[config.mk]
export PLATFORM = sky130hd
export DESIGN_NAME = tcc_timer16
export DESIGN_NICKNAME = d
export VERILOG_FILES = /design/src/shared/tcc_pkg.sv /design/src/tcc_noise_filter.sv /design/src/tcc_counter.sv /design/src/tcc_timer16.sv
export SDC_FILE = /design/constraint.sdc
export NUM_CORES = 1
export LEC_CHECK = 0
export BUFFER_PORTS_ARGS = -buffer_cell sky130_fd_sc_hd__buf_4
export CORE_MARGIN = 10
export CORE_UTILIZATION = 59
export CTS_CLUSTER_DIAMETER = 150
export DETAILED_ROUTE_END_ITERATION = 8
export PLACE_DENSITY = 0.8
export SLEW_MARGIN = 15
export SYNTH_ARGS = -nofsm -noshare
export SYNTH_HDL_FRONTEND = slang
export SYNTH_SLANG_ARGS = --single-unit
[constraint.sdc]
create_clock -name clk -period 4 [get_ports clk]
set_input_delay 0.4 -clock clk [delete_from_list [all_inputs] [get_ports clk]]
set_output_delay 0.4 -clock clk [all_outputs]
set_load 0.01 [all_outputs]
[src/shared/tcc_pkg.sv]
// Package: register map, field positions, reset values and timing constants for the timer
// What this block does
// High-byte location accesses go to the shared staging byte, never counter directly; compare high-byte reads here return the compare register directly.
// Reading counter low byte loads counter upper byte into staging byte same cycle.
// Writing counter low byte loads staging byte and written byte together.
// Host may write one shared upper byte once, then several low bytes.
// Host masks interrupts across both byte accesses when handlers share staging.
// Three-bit clock select in control B picks source; zero stops the counter.
// Counter stays CPU readable and writable with or without timer clock.
// CPU counter write beats clear, increment or decrement in the same cycle.
// Each timer clock enable clears, increments or decrements by one per mode.
// Counting sequence follows four-bit waveform mode split over control A and B.
// Overflow flag sets where the mode says and can raise an interrupt.
// Counter gives top indication at sequence maximum, bottom indication at zero.
// Capture trigger is the capture pin or, alternatively, the comparator output.
// Selected edge on trigger copies the full counter into the capture register.
// Capture flag sets in the same cycle the capture register is loaded.
// Capture flag with interrupt enable set raises the capture interrupt request.
// Capture flag clears on interrupt service or writing one; zero leaves it.
// Capture low read copies captured upper byte to staging for the high read.
// Capture register writable only in modes that use it as top.
// Host writes capture upper byte location first, then the lower byte.
// One staging byte serves counter, three compare registers and capture register.
// Comparator capture select switches the trigger from pin to comparator output.
// Noise filter output changes only after four equal consecutive system-clock samples.
// Enabled noise filter adds four system clock cycles, independent of prescaler.
// Edge select bit: set captures rising edge, clear captures falling edge.
package tcc_pkg;
  // I/O addresses are local to the timer; the enclosing core maps them
  localparam logic [3:0] ADDR_CTRL_A     = 4'h0;
  localparam logic [3:0] ADDR_CTRL_B     = 4'h1;
  localparam logic [3:0] ADDR_CNT_LO     = 4'h4;
  localparam logic [3:0] ADDR_CNT_HI     = 4'h5;
  localparam logic [3:0] ADDR_CAP_LO     = 4'h6;
  localparam logic [3:0] ADDR_CAP_HI     = 4'h7;
  localparam logic [3:0] ADDR_CMPA_LO    = 4'h8;
  localparam logic [3:0] ADDR_CMPA_HI    = 4'h9;
  localparam logic [3:0] ADDR_CMPB_LO    = 4'hA;
  localparam logic [3:0] ADDR_CMPB_HI    = 4'hB;
  localparam logic [3:0] ADDR_CMPC_LO    = 4'hC;
  localparam logic [3:0] ADDR_CMPC_HI    = 4'hD;
  localparam logic [3:0] ADDR_FLAGS      = 4'hE;
  localparam logic [3:0] ADDR_MASK       = 4'hF;
  // Field positions
  localparam int CTRLB_FILTER_BIT = 7;
  localparam int CTRLB_EDGE_BIT   = 6;
  localparam int CTRLB_WGM_HI_LSB = 3;
  localparam int FLAG_OVF_BIT     = 0;
  localparam int FLAG_CAP_BIT     = 5;
  // Reset values
  localparam logic [7:0]  CTRL_RESET  = 8'h00;
  localparam logic [15:0] WORD_RESET  = 16'h0000;
  // Fixed top values and limits
  localparam logic [15:0] TOP_8BIT    = 16'h00FF;
  localparam logic [15:0] TOP_9BIT    = 16'h01FF;
  localparam logic [15:0] TOP_10BIT   = 16'h03FF;
  localparam logic [15:0] TOP_MAX     = 16'hFFFF;
  localparam logic [15:0] BOTTOM_VAL  = 16'h0000;
  // Noise filter sample count
  localparam int FILTER_SAMPLES = 4;
endpackage

[src/tcc_noise_filter.sv]
// Four-sample majority-free noise filter and edge detector for the capture trigger
module tcc_noise_filter
  import tcc_pkg::*;
#(
  parameter int SAMPLES = FILTER_SAMPLES
) (
  // Clock and reset
  input  wire logic clk,
  input  wire logic reset,
  // Control
  input  wire logic enable,
  input  wire logic filter_on,
  input  wire logic rising_sel,
  // Trigger
  input  wire logic trig_in,
  output logic      edge_hit
);
  logic [SAMPLES-1:0] hist;
  logic [SAMPLES-1:0] next_hist;
  logic               filt;
  logic               prev;
  logic               cur;

  // Judge the window including this sample, so the delay is exactly SAMPLES cycles
  assign next_hist = {hist[SAMPLES-2:0], trig_in};

  // four equal samples
  always_ff @(posedge clk) begin
    if (reset) begin
      hist <= '0;
      filt <= 1'b0;
    end else begin
      hist <= next_hist;
      if (&next_hist)
        filt <= 1'b1;
      else if (~|next_hist)
        filt <= 1'b0;
    end
  end

  // filter adds delay
  assign cur = filter_on ? filt : trig_in;

  always_ff @(posedge clk) begin
    if (reset)
      prev <= 1'b0;
    else
      prev <= cur;
  end

  // edge polarity select
  assign edge_hit = enable & (rising_sel ? (cur & ~prev) : (~cur & prev));
endmodule

[src/tcc_counter.sv]
// 16-bit up/down counter with mode-dependent top, clear and overflow event
module tcc_counter
  import tcc_pkg::*;
#(
  parameter int WIDTH = 16
) (
  // Clock and reset
  input  wire logic             clk,
  input  wire logic             reset,
  // Control
  input  wire logic             tick,
  input  wire logic [3:0]       mode,
  input  wire logic [WIDTH-1:0] top_val,
  input  wire logic             wr_en,
  input  wire logic [WIDTH-1:0] wr_val,
  // State
  output logic      [WIDTH-1:0] count,
  output logic                  at_top,
  output logic                  at_bottom,
  output logic                  ovf_event
);
  logic down;
  logic dual;
  logic ctc;

  // mode decode
  assign dual = (mode inside {4'd1, 4'd2, 4'd3, 4'd8, 4'd9, 4'd10, 4'd11});
  assign ctc  = (mode == 4'd4) || (mode == 4'd12);
  // top and bottom
  assign at_top    = (count == top_val);
  assign at_bottom = (count == BOTTOM_VAL);

  // write wins; R9 count step
  always_ff @(posedge clk) begin
    if (reset) begin
      count <= WORD_RESET;
      down  <= 1'b0;
    end else if (wr_en) begin
      count <= wr_val;
    end else if (tick) begin
      if (dual) begin
        if (at_top) begin
          down  <= 1'b1;
          count <= count - 16'h0001;
        end else if (down && !at_bottom) begin
          count <= count - 16'h0001;
        end else begin
          down  <= 1'b0;
          count <= count + 16'h0001;
        end
      end else if (at_top && (ctc || mode != 4'd0)) begin
        count <= BOTTOM_VAL;
      end else begin
        count <= count + 16'h0001;
      end
    end
  end

  // overflow point per mode
  always_comb begin
    if (!tick || wr_en)
      ovf_event = 1'b0;
    else if (dual)
      ovf_event = at_bottom && down;
    else if (mode == 4'd0)
      ovf_event = (count == TOP_MAX);
    else if (ctc)
      ovf_event = (count == TOP_MAX);
    else
      ovf_event = at_top;
  end
endmodule

[src/tcc_timer16.sv]
// Top of the 16-bit timer: I/O register file, staging byte, clock select and capture unit
module tcc_timer16
  import tcc_pkg::*;
(
  // Clock and reset
  input  wire logic       clk,
  input  wire logic       reset,
  // CPU I/O bus
  input  wire logic [3:0] io_addr,
  input  wire logic       io_rd,
  input  wire logic       io_wr,
  input  wire logic [7:0] io_wdata,
  output logic      [7:0] io_rdata,
  // Prescaler taps and external clock enable
  input  wire logic [4:0] presc_tick,
  input  wire logic       ext_fall_tick,
  input  wire logic       ext_rise_tick,
  // Capture sources
  input  wire logic       capture_input_pin,
  input  wire logic       comparator_output,
  input  wire logic       comparator_capture_select,
  // Interrupt service acknowledge
  input  wire logic       ovf_irq_ack,
  input  wire logic       cap_irq_ack,
  // Interrupt requests
  output logic            ovf_irq,
  output logic            cap_irq,
  // Waveform interface
  output logic [15:0]     count_value,
  output logic            top_hit,
  output logic            bottom_hit,
  output logic [15:0]     compare_a,
  output logic [15:0]     compare_b,
  output logic [15:0]     compare_c
);
  ////////////////////////////////////////////////////////////////////////////////
  logic [7:0]  control_reg_a;
  logic [7:0]  control_reg_b;
  logic [7:0]  staging;
  logic [15:0] capture_value;
  logic [15:0] cmp_a;
  logic [15:0] cmp_b;
  logic [15:0] cmp_c;
  logic        overflow_flag;
  logic        capture_flag;
  logic        ovf_irq_enable;
  logic        capture_irq_enable;
  logic [2:0]  clock_source_select;
  logic [3:0]  waveform_mode_select;
  logic        timer_clock_enable;
  logic [15:0] count;
  logic [15:0] top_val;
  logic        at_top;
  logic        at_bottom;
  logic        ovf_event;
  logic        cnt_wr;
  logic        cap_top_mode;
  logic        trig;
  logic        cap_event;
  logic        rd_cnt_lo;
  logic        rd_cap_lo;

  assign clock_source_select  = control_reg_b[2:0];
  // mode split A and B
  assign waveform_mode_select = {control_reg_b[CTRLB_WGM_HI_LSB+1:CTRLB_WGM_HI_LSB],
                                 control_reg_a[1:0]};

  ////////////////////////////////////////////////////////////////////////////////
  // clock source select
  always_comb begin
    case (clock_source_select)
      3'd0:    timer_clock_enable = 1'b0;
      3'd1:    timer_clock_enable = presc_tick[0];
      3'd2:    timer_clock_enable = presc_tick[1];
      3'd3:    timer_clock_enable = presc_tick[2];
      3'd4:    timer_clock_enable = presc_tick[3];
      3'd5:    timer_clock_enable = presc_tick[4];
      3'd6:    timer_clock_enable = ext_fall_tick;
      default: timer_clock_enable = ext_rise_tick;
    endcase
  end

  // Top value per mode; capture-as-top modes are 8, 10, 12, 14
  assign cap_top_mode = (waveform_mode_select == 4'd8) || (waveform_mode_select == 4'd10) ||
                        (waveform_mode_select == 4'd12) || (waveform_mode_select == 4'd14);

  always_comb begin
    case (waveform_mode_select)
      4'd1, 4'd5:          top_val = TOP_8BIT;
      4'd2, 4'd6:          top_val = TOP_9BIT;
      4'd3, 4'd7:          top_val = TOP_10BIT;
      4'd4, 4'd9, 4'd11,
      4'd15:               top_val = cmp_a;
      4'd8, 4'd10, 4'd12,
      4'd14:               top_val = capture_value;
      default:             top_val = TOP_MAX;
    endcase
  end

  ////////////////////////////////////////////////////////////////////////////////
  // low write commits word; R7 access any time
  assign cnt_wr    = io_wr && (io_addr == ADDR_CNT_LO);
  assign rd_cnt_lo = io_rd && (io_addr == ADDR_CNT_LO);
  assign rd_cap_lo = io_rd && (io_addr == ADDR_CAP_LO);

  tcc_counter #(
    .WIDTH (16)
  ) u_counter (
    .clk       (clk),
    .reset     (reset),
    .tick      (timer_clock_enable),
    .mode      (waveform_mode_select),
    .top_val   (top_val),
    .wr_en     (cnt_wr),
    .wr_val    ({staging, io_wdata}),
    .count     (count),
    .at_top    (at_top),
    .at_bottom (at_bottom),
    .ovf_event (ovf_event)
  );

  ////////////////////////////////////////////////////////////////////////////////
  // one staging byte for all words
  always_ff @(posedge clk) begin
    if (reset)
      staging <= CTRL_RESET;
    else if (rd_cnt_lo)
      // latch counter upper byte
      staging <= count[15:8];
    else if (rd_cap_lo)
      // latch captured upper byte
      staging <= capture_value[15:8];
    // high locations hit staging only
    else if (io_wr && (io_addr inside {ADDR_CNT_HI, ADDR_CAP_HI, ADDR_CMPA_HI,
                                      ADDR_CMPB_HI, ADDR_CMPC_HI}))
      staging <= io_wdata;
  end

  always_ff @(posedge clk) begin
    if (reset) begin
      control_reg_a <= CTRL_RESET;
      control_reg_b <= CTRL_RESET;
    end else if (io_wr && io_addr == ADDR_CTRL_A) begin
      control_reg_a <= io_wdata;
    end else if (io_wr && io_addr == ADDR_CTRL_B) begin
      control_reg_b <= io_wdata;
    end
  end

  always_ff @(posedge clk) begin
    if (reset) begin
      cmp_a <= WORD_RESET;
      cmp_b <= WORD_RESET;
      cmp_c <= WORD_RESET;
    end else if (io_wr) begin
      // Compare words are held directly; double buffering lives in the waveform logic
      case (io_addr)
        ADDR_CMPA_LO: cmp_a <= {staging, io_wdata};
        ADDR_CMPB_LO: cmp_b <= {staging, io_wdata};
        ADDR_CMPC_LO: cmp_c <= {staging, io_wdata};
        default:      ;
      endcase
    end
  end

  always_ff @(posedge clk) begin
    if (reset) begin
      ovf_irq_enable     <= 1'b0;
      capture_irq_enable <= 1'b0;
    end else if (io_wr && io_addr == ADDR_MASK) begin
      ovf_irq_enable     <= io_wdata[FLAG_OVF_BIT];
      capture_irq_enable <= io_wdata[FLAG_CAP_BIT];
    end
  end

  ////////////////////////////////////////////////////////////////////////////////
  // trigger source select
  assign trig = comparator_capture_select ? comparator_output : capture_input_pin;

  // Capture input is idle while the capture word defines top
  tcc_noise_filter #(
    .SAMPLES (FILTER_SAMPLES)
  ) u_filter (
    .clk        (clk),
    .reset      (reset),
    .enable     (!cap_top_mode),
    .filter_on  (control_reg_b[CTRLB_FILTER_BIT]),
    .rising_sel (control_reg_b[CTRLB_EDGE_BIT]),
    .trig_in    (trig),
    .edge_hit   (cap_event)
  );

  // capture counter; R19 writes only in top modes
  always_ff @(posedge clk) begin
    if (reset)
      capture_value <= WORD_RESET;
    else if (cap_event)
      capture_value <= count;
    else if (io_wr && io_addr == ADDR_CAP_LO && cap_top_mode)
      capture_value <= {staging, io_wdata};
  end

  ////////////////////////////////////////////////////////////////////////////////
  // flag with capture; R17 clear by ack or one; set wins
  always_ff @(posedge clk) begin
    if (reset)
      capture_flag <= 1'b0;
    else if (cap_event)
      capture_flag <= 1'b1;
    else if (cap_irq_ack || (io_wr && io_addr == ADDR_FLAGS && io_wdata[FLAG_CAP_BIT]))
      capture_flag <= 1'b0;
  end

  // overflow flag; set wins
  always_ff @(posedge clk) begin
    if (reset)
      overflow_flag <= 1'b0;
    else if (ovf_event)
      overflow_flag <= 1'b1;
    else if (ovf_irq_ack || (io_wr && io_addr == ADDR_FLAGS && io_wdata[FLAG_OVF_BIT]))
      overflow_flag <= 1'b0;
  end

  // capture request
  always_ff @(posedge clk) begin
    if (reset) begin
      cap_irq <= 1'b0;
      ovf_irq <= 1'b0;
    end else begin
      cap_irq <= (capture_flag || cap_event) && capture_irq_enable;
      ovf_irq <= (overflow_flag || ovf_event) && ovf_irq_enable;
    end
  end

  ////////////////////////////////////////////////////////////////////////////////
  // Registered read data, valid the cycle after io_rd
  always_ff @(posedge clk) begin
    if (reset) begin
      io_rdata <= 8'h00;
    end else if (io_rd) begin
      case (io_addr)
        ADDR_CTRL_A:  io_rdata <= control_reg_a;
        ADDR_CTRL_B:  io_rdata <= control_reg_b;
        ADDR_CNT_LO:  io_rdata <= count[7:0];
        ADDR_CAP_LO:  io_rdata <= capture_value[7:0];
        ADDR_CNT_HI,
        ADDR_CAP_HI:  io_rdata <= staging;
        ADDR_CMPA_LO: io_rdata <= cmp_a[7:0];
        ADDR_CMPA_HI: io_rdata <= cmp_a[15:8];
        ADDR_CMPB_LO: io_rdata <= cmp_b[7:0];
        ADDR_CMPB_HI: io_rdata <= cmp_b[15:8];
        ADDR_CMPC_LO: io_rdata <= cmp_c[7:0];
        ADDR_CMPC_HI: io_rdata <= cmp_c[15:8];
        ADDR_FLAGS:   io_rdata <= {2'b00, capture_flag, 4'h0, overflow_flag};
        ADDR_MASK:    io_rdata <= {2'b00, capture_irq_enable, 4'h0, ovf_irq_enable};
        default:      io_rdata <= 8'h00;
      endcase
    end
  end

  // waveform outputs, registered
  always_ff @(posedge clk) begin
    if (reset) begin
      count_value <= WORD_RESET;
      top_hit     <= 1'b0;
      bottom_hit  <= 1'b0;
      compare_a   <= WORD_RESET;
      compare_b   <= WORD_RESET;
      compare_c   <= WORD_RESET;
    end else begin
      count_value <= count;
      top_hit     <= at_top;
      bottom_hit  <= at_bottom;
      compare_a   <= cmp_a;
      compare_b   <= cmp_b;
      compare_c   <= cmp_c;
    end
  end
endmodule

==> results.cfg <==
[setup_path]
critPathArrivalTime_ns = 4.02
required_ns = 4.36
reg2reg_depth = 10
timing.rr.end = u_counter.count[10]
crit_fanout = 11
path_class = flop to flop
ff2ff_setup_slack_ns = 0.34
reg2reg_from = control_reg_a[0]
startpoint_type = flop
critPathCaptureType = flop

[floorplan]
dieArea_um2 = 20920
fp.coreArea_um2 = 15200
ios = 104
die_w_um = 144.6
die_h_um = 144.6
start_util_pct = 60.28
rows = 45

[sta]
max_freq_ghz = 0.2732
final.period_utilization_pct = 91.50
drv_slew = 0
tightest_slew_ns = 1.026
finalSetupTns_ns = 0
fin_crit_ns = 3.660
timing_hold_violations_final = 0
finClkSkew_ns = 0.01214
setup_viol = 0
relSlewSlack_pct = 31.12
rsz0062_at_grt = no

[cts]
clock_latency_ns = 0.44
clockBufferDepth = 2
cts_setup_buffers = 0
root_buffer = clkbuf_16
cts_max_level = 4
cts_resized = 0
hold_buffers = 0
clk_pin_slew_worst_paths_ns = 0.08
cts_made_buffers = 17
cts.sinks = 190
cts_tree = done

[synthesis]
synth_nets = 1158
ys_warn_count = 0
synth_top_area_share_pct = 41.51
synth-seq-cells = 190
postSynthCellCount = 1127
synth_edf_count = 0
async_reset_ff_share_pct = 0
synthTopCellsByArea = dfxtp_1 (42%), mux2i_1 (6.4%), nand2_1 (6.3%)
ys_types = 73
syn_area_um2 = 9164
ys.flop_type = dfxtp_1
synth_seq_area_share_pct = 41.51
syn_avg_cell_area_um2 = 8.131
yosysTopAreaCell = dfxtp_1

[cells_and_area]
ff_latch_area_um2 = 3804
final_cells = 1373
layout_common_cells = dfxtp_1 (190), nand2_1 (153), buf_4 (123)
utilization_pct = 69.47
fillers = 1273
final_common_cell = dfxtp_1
area_growth_syn_to_layout_pct = 15.25
diodes = 0
drive_gt1_share_pct = 14.85
multi_input_area_um2 = 4910
finalInstanceArea_um2 = 10560
fin_nets = 1203

[routing]
drtAntennaViolNets = 0
viasPerCell = 6.457
drt_iter0_drc = 1408
first_pass_iters = 7
wire_per_inst_um = 22.06
drcViolationCount = 0
finalWirelength_mm = 30.29
vias = 8866

[global_route]
grt_max_degree = 107
grt_use_total_pct = 28.65
grt_pass1_vias = 7936
grt_pass1_wl_mm = 46.33
overflow = 0
antenna_found_initial = 0

[placed_design]
placed_cells = 1341
hpwl_mm = 21.06
placed_cell_area_um2 = 9971
portBuffers = 103
place_congestion = 0.9880

[power]
cellLeakagePower_uw = 0.004157
p_comb_share_pct = 7.8
powerDensity_nw_per_um2 = 374.3
swShare_pct = 27.17
max-vdd-ir-drop_mv = 0.2950
p_int_uw = 2879
seqPwrFrac_pct = 49.9
clkPwrFrac_pct = 42.3
p_sw_uw = 1074

[job]
drv_cap = 0

[min_path]
min_from = cap_irq_ack
hold_path_class = input port to flop
hold-path-endpoint = capture_flag
whs_path_depth = 3

[outcome]
status = finished, final reports clean
==> stage by stage <==
step           hold WS, ns  setup slack [ns]  power, uW
6_report            0.2331            0.3398       3953
4_1_cts             0.2300            0.3568       3946
3_5_place_dp        0.4504            0.3690       2308
3_3_place_gp        0.4442            0.4218       2305
5_1_grt             0.2530           0.08152       4074
2_1_floorplan       0.4305            0.7317       2192
==> metal layers <==
metal	part of all wire (%)	global-route usage (%)	routed length, um
met1	41	39.86	12470
met2	43	41.00	12890
met3	13	8.265	3976
met4	3.2	10.48	958
met5	0	0	0
==> critical path, cell delays in order, from the launching register on <==
cell and delay, ns:
dfxtp_1 0.40, or4_1 0.65, and3_4 0.23, and3_1 0.15
or4_4 0.52, nor4_4 0.38, and2_4 0.29, o21ai_2 0.14
and3_1 0.23, or4b_1 0.50, o211ai_1 0.10
==> area by class of cell <==
type | instances | area share [%]
multi-input combinational | 820 | 46.49
sequential | 190 | 36.01
clock buffer | 18 | 4.158
tap | 188 | 2.227
clock inverter | 14 | 1.433
inverter | 18 | 0.6397
timing repair buffer | 125 | 9.039
==> flip-flops by register name (all words and copies together) (netlist names), 3 cells and up <==
name             cells
cmp_b               16
control_reg_b        8
compare_a           16
u_filter.hist        3
u_counter.count     16
cmp_c               16
compare_b           16
staging              8
cmp_a               16
compare_c           16
io_rdata             8
count_value         16
capture_value       16
control_reg_a        8
==> power groups by stage <==
stage	combinational [uW]	sequential [uW]	clock [uW]
final	307	1970	1670
after global routing	329	1970	1770
after CTS	298	1970	1680
after detailed placement	296	2010	0
after global placement	293	2010	0
after floorplan	202	1990	0
==> worst max-delay path by stage <==
stage	start	end	slack [ns]	cells after the start
after CTS	control_reg_a[0]	u_counter.count[10]	0.36	10
after global placement	control_reg_a[0]	u_counter.count[10]	0.42	10
after global routing	control_reg_a[0]	u_counter.count[11]	0.08	10
final	control_reg_a[0]	u_counter.count[10]	0.34	10
after detailed placement	control_reg_a[0]	u_counter.count[10]	0.37	10
after floorplan	control_reg_b[3]	u_counter.count[10]	0.73	11
==> cell usage after synthesis (7+ instances only) <==
library cell  instances
nor2_1              101
nor4_1                9
and3_1               28
a211oi_1             23
and2_1                7
o21ai_0              46
dfxtp_1             190
nand3b_1             10
nor2b_1              74
clkbuf_1             86
a21oi_1              94
nand3_1              24
mux2_2                7
nand2_1             153
o22ai_1              13
mux2i_1              59
a22oi_1              19
inv_1                15
nand2b_1             11
a31oi_1               8
nor3_1               17
==> kinds of logic after synthesis <==
family	Yosys count	synth area share, %
buf+inv	117	4.956
compound gates	271	18.90
fa+ha+maj	3	0.4097
mux	69	8.042
simple gates	470	25.52
xor+xnor	7	0.6690
flops	190	41.51
Power figures use the tool's default switching activity.
